**src/rgcr_defs.svh**
```systemverilog
// register offsets, field positions and reset values for the receiver gain bank
// assumes inclusion by bare name from the bank module
`ifndef RGCR_DEFS_SVH
`define RGCR_DEFS_SVH
`define RGCR_FIRST_GAIN_ADDR 8'h20
`define RGCR_AMB_GAIN_ADDR 8'h21
`define RGCR_FIRST_GAIN_RESET 24'h000000
`define RGCR_AMB_GAIN_RESET 24'h000000
`define RGCR_FIRST_GAIN_MASK 24'h00C7FF
`define RGCR_AMB_GAIN_MASK 24'h0FC7FF
`define RGCR_RES_LSB 0
`define RGCR_CAP_LSB 3
`define RGCR_GAIN_LSB 8
`define RGCR_STAGE_ON_BIT 14
`define RGCR_SPLIT_BIT 15
`define RGCR_CORNER_BIT 15
`define RGCR_CANCEL_LSB 16
`endif

```
**src/rgcr_pkg.sv**
```systemverilog
// types shared by the receiver gain register bank
// assumes rgcr_defs.svh is on the include path
package rgcr_pkg;
	typedef logic [7:0] rgcr_addr_t;
	typedef logic [23:0] rgcr_word_t;
	typedef logic [2:0] rgcr_gain_t;
	typedef logic [4:0] rgcr_cap_t;
	typedef logic [2:0] rgcr_res_t;
	typedef logic [3:0] rgcr_cancel_t;
endpackage

```
**src/rgcr_gain_regs.sv**
```systemverilog
// receiver gain configuration register bank with analog control outputs
// assumes a simple synchronous strobe bus on clk and static analog lines
// Summary of operation
// - stage two bypassed when its enable is zero, else gain code applies
// - gain code 000..100 selects gains 1, 1.5, 2, 3, 4
// - capacitor field resets to zero; each bit adds its own capacitor
// - any capacitor bit combination allowed; selected values summed
// - resistor code resets to 000; codes select resistors or none
// - ambient gain register sits at 21h and resets to zero
// - ambient register fields placed at documented bits, others zero
// - split bit zero makes second-led settings apply to both phases
// - first-led stage enable at bit 14, split select at bit 15
`include "rgcr_defs.svh"
module rgcr_gain_regs (
	input wire logic clk, // 50 MHz system clock
	input wire logic rst, // async reset, active high
	input wire rgcr_pkg::rgcr_addr_t busAddr, // register address
	input wire rgcr_pkg::rgcr_word_t busWrData, // write data
	input wire logic busWrStrobe, // write strobe
	input wire logic busRdStrobe, // read strobe
	output rgcr_pkg::rgcr_word_t busRdData, // read data, cycle after strobe
	output logic ledASecondStageOn, // stage two enable, first phase
	output rgcr_pkg::rgcr_gain_t ledASecondStageGain, // stage two gain, first phase
	output rgcr_pkg::rgcr_cap_t ledAFeedbackCap, // capacitor select, first phase
	output rgcr_pkg::rgcr_res_t ledAFeedbackRes, // resistor select, first phase
	output logic ledBSecondStageOn, // stage two enable, second phase
	output rgcr_pkg::rgcr_gain_t ledBSecondStageGain, // stage two gain, second phase
	output rgcr_pkg::rgcr_cap_t ledBFeedbackCap, // capacitor select, second phase
	output rgcr_pkg::rgcr_res_t ledBFeedbackRes, // resistor select, second phase
	output rgcr_pkg::rgcr_cancel_t cancelCurrentCode, // ambient cancellation current
	output logic filterCornerSelect // filter corner select
);
	import rgcr_pkg::*;

	rgcr_word_t firstGain_reg;
	rgcr_word_t firstGain_next;
	rgcr_word_t ambGain_reg;
	rgcr_word_t ambGain_next;
	rgcr_word_t rdData_reg;
	rgcr_word_t rdData_next;
	logic aOn_reg;
	logic aOn_next;
	logic bOn_reg;
	logic bOn_next;
	logic corner_reg;
	logic corner_next;
	rgcr_gain_t aGain_reg;
	rgcr_gain_t aGain_next;
	rgcr_gain_t bGain_reg;
	rgcr_gain_t bGain_next;
	rgcr_cap_t aCap_reg;
	rgcr_cap_t aCap_next;
	rgcr_cap_t bCap_reg;
	rgcr_cap_t bCap_next;
	rgcr_res_t aRes_reg;
	rgcr_res_t aRes_next;
	rgcr_res_t bRes_reg;
	rgcr_res_t bRes_next;
	rgcr_cancel_t cancel_reg;
	rgcr_cancel_t cancel_next;
	logic splitGain;
	logic wrFirst;
	logic wrAmb;
	logic rdFirst;
	logic rdAmb;

	function automatic logic hit(input rgcr_addr_t a, input rgcr_addr_t target);
		hit = (a == target);
	endfunction

	// field pickers shared by both phases so the two decoders cannot drift apart
	function automatic logic stage_on(input rgcr_word_t w);
		stage_on = w[`RGCR_STAGE_ON_BIT];
	endfunction

	function automatic rgcr_gain_t stage_gain(input rgcr_word_t w);
		// bypassed stage shows unity so the decoder never sees a stale code
		if (w[`RGCR_STAGE_ON_BIT]) begin
			stage_gain = w[`RGCR_GAIN_LSB +: 3];
		end else begin
			stage_gain = 3'h0;
		end
	endfunction

	function automatic rgcr_cap_t feedback_cap(input rgcr_word_t w);
		feedback_cap = w[`RGCR_CAP_LSB +: 5];
	endfunction

	function automatic rgcr_res_t feedback_res(input rgcr_word_t w);
		feedback_res = w[`RGCR_RES_LSB +: 3];
	endfunction

	// decoded bus strobes, shared by the register groups and the read port
	assign wrFirst = busWrStrobe && hit(busAddr, `RGCR_FIRST_GAIN_ADDR);
	assign wrAmb = busWrStrobe && hit(busAddr, `RGCR_AMB_GAIN_ADDR);
	assign rdFirst = busRdStrobe && hit(busAddr, `RGCR_FIRST_GAIN_ADDR);
	assign rdAmb = busRdStrobe && hit(busAddr, `RGCR_AMB_GAIN_ADDR);

	// first-led register; unwritable bits are masked so they always read zero
	always_comb begin
		firstGain_next = firstGain_reg;
		if (wrFirst) begin
			firstGain_next = busWrData & `RGCR_FIRST_GAIN_MASK;
		end
	end

	always_ff @(posedge clk or posedge rst) begin
		if (rst) begin
			firstGain_reg <= `RGCR_FIRST_GAIN_RESET;
		end else begin
			firstGain_reg <= firstGain_next;
		end
	end

	// ambient register, masked the same way
	always_comb begin
		ambGain_next = ambGain_reg;
		if (wrAmb) begin
			ambGain_next = busWrData & `RGCR_AMB_GAIN_MASK;
		end
	end

	always_ff @(posedge clk or posedge rst) begin
		if (rst) begin
			ambGain_reg <= `RGCR_AMB_GAIN_RESET;
		end else begin
			ambGain_reg <= ambGain_next;
		end
	end

	// read port; unmapped addresses and idle cycles return zero,
	// registered so the data stand exactly one cycle after the strobe
	always_comb begin
		rdData_next = 24'h000000;
		if (rdFirst) begin
			rdData_next = firstGain_reg;
		end
		if (rdAmb) begin
			rdData_next = ambGain_reg;
		end
	end

	always_ff @(posedge clk or posedge rst) begin
		if (rst) begin
			rdData_reg <= 24'h000000;
		end else begin
			rdData_reg <= rdData_next;
		end
	end

	// split select lives in the first-led register
	assign splitGain = firstGain_reg[`RGCR_SPLIT_BIT];

	// second-phase and ambient lines always follow the ambient register;
	// codes pass raw except the stage-two gain, zeroed while its enable is off; the analog side sums capacitors and maps codes
	always_comb begin
		bOn_next = stage_on(ambGain_reg);
		bGain_next = stage_gain(ambGain_reg);
		bCap_next = feedback_cap(ambGain_reg);
		bRes_next = feedback_res(ambGain_reg);
		cancel_next = ambGain_reg[`RGCR_CANCEL_LSB +: 4];
		corner_next = ambGain_reg[`RGCR_CORNER_BIT];
	end

	always_ff @(posedge clk or posedge rst) begin
		if (rst) begin
			bOn_reg <= 1'b0;
			bGain_reg <= 3'h0;
			bCap_reg <= 5'h00;
			bRes_reg <= 3'h0;
			cancel_reg <= 4'h0;
			corner_reg <= 1'b0;
		end else begin
			bOn_reg <= bOn_next;
			bGain_reg <= bGain_next;
			bCap_reg <= bCap_next;
			bRes_reg <= bRes_next;
			cancel_reg <= cancel_next;
			corner_reg <= corner_next;
		end
	end

	// first phase takes its own fields only when split, else mirrors the second;
	// one output stage for both cases keeps the switch-over glitch free
	always_comb begin
		if (splitGain) begin
			aOn_next = stage_on(firstGain_reg);
			aGain_next = stage_gain(firstGain_reg);
			aCap_next = feedback_cap(firstGain_reg);
			aRes_next = feedback_res(firstGain_reg);
		end else begin
			aOn_next = stage_on(ambGain_reg);
			aGain_next = stage_gain(ambGain_reg);
			aCap_next = feedback_cap(ambGain_reg);
			aRes_next = feedback_res(ambGain_reg);
		end
	end

	always_ff @(posedge clk or posedge rst) begin
		if (rst) begin
			aOn_reg <= 1'b0;
			aGain_reg <= 3'h0;
			aCap_reg <= 5'h00;
			aRes_reg <= 3'h0;
		end else begin
			aOn_reg <= aOn_next;
			aGain_reg <= aGain_next;
			aCap_reg <= aCap_next;
			aRes_reg <= aRes_next;
		end
	end

	assign busRdData = rdData_reg;
	assign ledASecondStageOn = aOn_reg;
	assign ledASecondStageGain = aGain_reg;
	assign ledAFeedbackCap = aCap_reg;
	assign ledAFeedbackRes = aRes_reg;
	assign ledBSecondStageOn = bOn_reg;
	assign ledBSecondStageGain = bGain_reg;
	assign ledBFeedbackCap = bCap_reg;
	assign ledBFeedbackRes = bRes_reg;
	assign cancelCurrentCode = cancel_reg;
	assign filterCornerSelect = corner_reg;
endmodule // rgcr_gain_regs

```
**config.mk**
```make
export PLATFORM = sky130hd
export DESIGN_NAME = rgcr_gain_regs
export DESIGN_NICKNAME = d
export VERILOG_FILES = /design/src/rgcr_pkg.sv /design/src/rgcr_gain_regs.sv
export VERILOG_INCLUDE_DIRS = /design/src
export SDC_FILE = /design/constraint.sdc
export NUM_CORES = 1
export LEC_CHECK = 0
export ABC_CLOCK_PERIOD_IN_PS = 6600
export BUFFER_PORTS_ARGS = -buffer_cell sky130_fd_sc_hd__buf_2
export CAP_MARGIN = 20
export CORE_AREA = 2 2 76 78
export CTS_CLUSTER_SIZE = 14
export DETAILED_ROUTE_END_ITERATION = 16
export DIE_AREA = 0 0 78 80
export PLACE_DENSITY = 0.88
export SKIP_CTS_REPAIR_TIMING = 1
export SLEW_MARGIN = 20
export SYNTH_ARGS = -nofsm -noshare
export SYNTH_HDL_FRONTEND = slang
export SYNTH_SLANG_ARGS = --single-unit
```
**constraint.sdc**
```tcl
create_clock -name clk -period 6.6 [get_ports clk]
set_input_delay 1.98 -clock clk [delete_from_list [all_inputs] [get_ports clk]]
set_output_delay 1.98 -clock clk [all_outputs]
set_load 0.02 [all_outputs]
```
# Word level (Yosys, flattened, before mapping)
# Cells that the tools add are included.
# Widths: inputs -> output; s select.
totals:
  ff_bits: 83
  in_bits: 36
  output_inout_bits: 53
op_classes:
  n_eq_ne: 2
  mux: 8
  reduce_logical: 4
op_table:
  columns: ["op", "n"]
  rows:
  - ["$mux 24", 1]
  - ["$eq 8x6->1 const B", 2]
  - ["$mux 16", 1]
  - ["$mux 3", 4]
  - ["$mux 5", 1]
  - ["$logic_and 1x1->1", 4]
  - ["$mux 1", 1]

# Logic depth before layout (Yosys ltp)
logic_depth:
  ltp_word: 4
  depth_mapped: 5
  ltp_nobuf: 3

# Least setup slack after synthesis
# OpenSTA, ideal clock, no wires.
synth_timing:
  path_type: "input-to-reg"
  startpoint: "in busAddr[7]"
  endpoint: "reg ambGain_reg[10]"
  setup_ps: 125
  arrival_ps: 3086
  setup_slack_ps: 3389
  path_stages: 5
  path_cell_list: "nor4_4 > and4_1 > buf_6 > buf_12 > mux2_4"
synth_between:
  elab_chain_cells: 2
synth_lines:
  columns: ["item", "line", "rtl"]
  rows:
  - ["start, declared", "rgcr_gain_regs.sv:17", "input wire rgcr_pkg::rgcr_addr_t busAddr,"]
  - ["$eq 8x6->1", "rgcr_gain_regs.sv:68", "hit = (a == target);"]
  - ["$logic_and 1x1->1", "rgcr_gain_regs.sv:95", "assign wrAmb = busWrStrobe && hit(busAddr, `RGCR_AMB_GAIN_ADDR);"]
  - ["end signal, assigned", "rgcr_gain_regs.sv:125", "ambGain_reg <= `RGCR_AMB_GAIN_RESET;"]
  - ["end signal, assigned", "rgcr_gain_regs.sv:127", "ambGain_reg <= ambGain_next;"]
  - ["end, declared", "rgcr_gain_regs.sv:37", "rgcr_word_t ambGain_reg;"]
# Every way passes these cells.
# A chain may end at the register's enable or synchronous reset.

# Worst setup path after layout
layout_timing:
  startpoint: "in busAddr[7]"
  endpoint: "reg ambGain_reg[2]"
# Same word-level chain as after synthesis.

==> summary.md <==
The run finished with clean final reports. In this run the deepest clock path goes through 2 buffers. The switching share of power works out to 0.211. The die covers 6240 µm². The clock share of power came out at 0.420. For the first-pass GRT wire length, the log shows 7.76 mm.

The worst setup path is captured at a flip-flop. The later pin in the worst-skew pair is clocked with a latency of 340 ps. The run gives 0.201 mW as the net switching power of the design. The cell-internal power is 0.751 mW. The via count of the first global-routing pass was 1633; the average detailed-routed wire length per instance was 14.2 µm. The tools report the category of the worst setup path launch point as an input pin.

The smallest clock period supported by the final layout is computed as 3600 ps. The tools report the final worst slack as 3000 ps. The average instance in the mapped netlist occupies 15.7 µm². The design draws 0.952 mW.

The effective utilization at floorplan came out at 0.524. On the critical path, the stage with the largest delay is an instance of and4_1. Ranked by total cell area, the synthesized netlist is headed by dfrtp_1 (67%), mux2_2 (12%), mux2_4 (5.3%). The number of warning messages in the yosys log came out at 0. The tools report the placeable core area as 5410 µm². For the number of H-tree levels, the log shows 3. In this run, CTS created clock tree buffers numbering 9. The run gives 3.12 mm as the HPWL after detailed placement. The tools report the final setup violation count as 0. The tools report the fraction of the yosys area taken by sequential cells as 0.672. In this run the worst setup path terminates at ambGain_reg[2]$_DFFE_PP0P_. The all-layer global routing usage came out at 0.171.

For the total I/O pin count, the log shows 89. The number of cells traversed by the worst register-to-register path came out at 1. Traced cell by cell, the critical path runs through buf_2, nor4_4, and4_1, mux2_2. Final wirelength: 4.73 mm. The share of power burned in registers is 0.517. The tools report the routability-driven placement congestion ratio as 0.740.

For the clock sink count, the log shows 76. The number of nets in the finished design was 293; the power density of the placed cells was 277 nW/µm². The number of buffers and inverters on the critical path is 1, and the chip height is 80 µm.

The tools report the startpoint of the worst register-to-register path as firstGain_reg[15]$_DFFE_PP0P_. The floorplan has 27 rows. The tools report the worst slew margin relative to its limit as 0.306. The detail route stage leaves a number of antenna-violating nets equal to 0.

The logs give 0 for the number of hold violations in the final report and 0.063 for the combinational fraction of design power. The highest clock frequency the design can meet was 278 MHz; the static leakage was 1.94 nW. The ratio of final minimum period to clock period came out at 0.546. The relative area change from synthesis to final layout is 21.6%, and the number of input and output port buffers inserted is 74. The run gives 0 ps as the total negative slack. The max-slew violation total from the final report was 0. The cell chosen for the clock root is clkbuf_8. The launch point of the worst path is busAddr[7].

In this run, distinct cell masters in the synthesized netlist total 21. The tool flagged a number of max-cap violations equal to 0. The worst IR drop on VDD was 186 µV. The cell family contributing the most delay on the critical path is simple AND/OR/NAND/NOR gates. Global routing finished with a remaining overflow of 0. Cell type contributing the most total cell area after synthesis: dfrtp_1.

Clock-pin slew was measured on the worst setup and hold paths at 80 ps. Counting every instance in the synthesized netlist gives 180. The clock tree skew after final layout came out at 6.95 ps.

The count of antenna diodes in the layout came out at 0. For the pin with the worst max-slew slack, the measured transition is 1040 ps. For the detailed router's first-iteration violation count, the log shows 58. The endpoint identified for the worst register-to-register timing path is ledASecondStageOn$_DFF_PP0_. For this run, the detailed router's first-pass iteration total came to 4.

The kind of critical path is input pin to flip-flop. The count of cells in the finished layout, fillers not included, comes to 334. In this run the number of cells on the critical path is 4. STA puts the critical path data required time at 6820 ps. The fraction of post-synthesis cell area in the top cell type by area was 0.672.

For this run, design rule violations remaining after detail routing come to 0. The pin count of the biggest net entering global routing is 50. Of all nets on the critical path, the largest fanout is 17. The number of vias per cell after detailed routing is 4.72. At the placement stage, the worst setup path has a slack of 2600 ps. The run gives 318 as the instance count after placement with tap cells included. The largest stage delay on the critical path was 950 ps. The final design utilization is 0.637, and the die span in x is 78 µm. The fraction of final layout cells with drive strength greater than 1 is 0.511. The path class of the lowest-slack min-delay path is flip-flop to flip-flop. The number of antenna violations at the first check in global routing came out at 0. The cell area that synthesis handed to floorplanning was 2830 µm². Across all register-to-register paths, the minimum setup slack is 5290 ps. TritonCTS built the clock tree.

The data arrival at the endpoint of the critical path is 3820 ps. Setup repair after global routing left no endpoint under its margin. In this run, synthesis produced a sequential element count of 76.

The tools report the via count of the routed design as 1578.
## power by group through the flow
stage | logic [mW] | registers (mW) | clock network, mW
CTS | 0.0614 | 0.492 | 0.411
floorplan | 0.0349 | 0.506 | 0
global route | 0.0664 | 0.494 | 0.438
detailed placement | 0.0612 | 0.501 | 0
global placement | 0.0597 | 0.500 | 0
finish | 0.0602 | 0.492 | 0.400
## worst min-delay path by stage
stage                                           start                             end  cells after the start  slack [ps]
final                     ambGain_reg[17]$_DFFE_PP0P_  cancelCurrentCode[1]$_DFF_PP0_                      0         390
after global routing      ambGain_reg[18]$_DFFE_PP0P_  cancelCurrentCode[2]$_DFF_PP0_                      0         410
after CTS                 ambGain_reg[18]$_DFFE_PP0P_  cancelCurrentCode[2]$_DFF_PP0_                      0         390
after detailed placement  ambGain_reg[18]$_DFFE_PP0P_  cancelCurrentCode[2]$_DFF_PP0_                      0         370
after global placement    ambGain_reg[18]$_DFFE_PP0P_  cancelCurrentCode[2]$_DFF_PP0_                      0         370
after floorplan           ambGain_reg[16]$_DFFE_PP0P_  cancelCurrentCode[0]$_DFF_PP0_                      0         360
## per-layer routing
layer | share of wire | routed length (µm) | global-route usage | vias to the layer above
li1 | - | - | - | 747
met1 | 0.42 | 2010 | 0.208 | 771
met2 | 0.50 | 2370 | 0.276 | 49
met3 | 0.046 | 220 | 0.0328 | 11
met4 | 0.029 | 137 | 0.118 | 0
met5 | 0 | 0 | 0 | -
## through the flow
stage / hold WS, ps / cell area [µm²]
final: 389 / 3440
after global routing: 411 / 3440
after CTS: 391 / 3440
after detailed placement: 373 / 3210
after global placement: 370 / 3210
after floorplan: 363 / 2850
## synth_stat cells (all sizes together)
| library cell | count |
|---|---|
| dfrtp | 76 |
| mux2 | 39 |
| mux2i | 13 |
| nor2 | 13 |
| buf | 12 |
| and2 | 4 |
| inv | 4 |
| nand3 | 4 |
| clkbuf | 3 |
| nand2 | 3 |
| o21ai | 3 |
| and4 | 2 |
| conb | 1 |
| nand4b | 1 |
| nor3b | 1 |
| nor4 | 1 |
## logic make-up (layout without fill, tap and decap cells)
logic type | count (synthesis) | after routing | share of synthesized area
AOI/OAI and AO/OA | 3 | 3 | 0.00530
buffers and inverters | 19 | 95 | 0.0464
DFF | 76 | 76 | 0.672
muxes | 52 | 52 | 0.214
other | 1 | 7 | 0.00132
and+or+nand+nor | 29 | 29 | 0.0610
## area by class of cell
class                      instances  area, µm²
multi-input combinational         91        821
timing repair buffer              75        378
clock inverter                     3       67.6
clock buffer                      13        169
inverter                           4       15.0
fill                             430       1960
sequential                        76       1900
tap                               72       90.1
## cell usage in the layout, fill, tap and decap left out, types with 2 or more instances in the layout
master and instances:
and2_1 4, buf_2 74, bufinv_16 2, clkbuf_8 12
conb_1 7, dfrtp_1 76, inv_1 3, mux2_2 29
mux2_4 10, mux2i_1 13, nand2_1 3, nand3_1 4
nor2_1 13, o21ai_0 3
No activity file was read; power rests on OpenSTA's default activity.
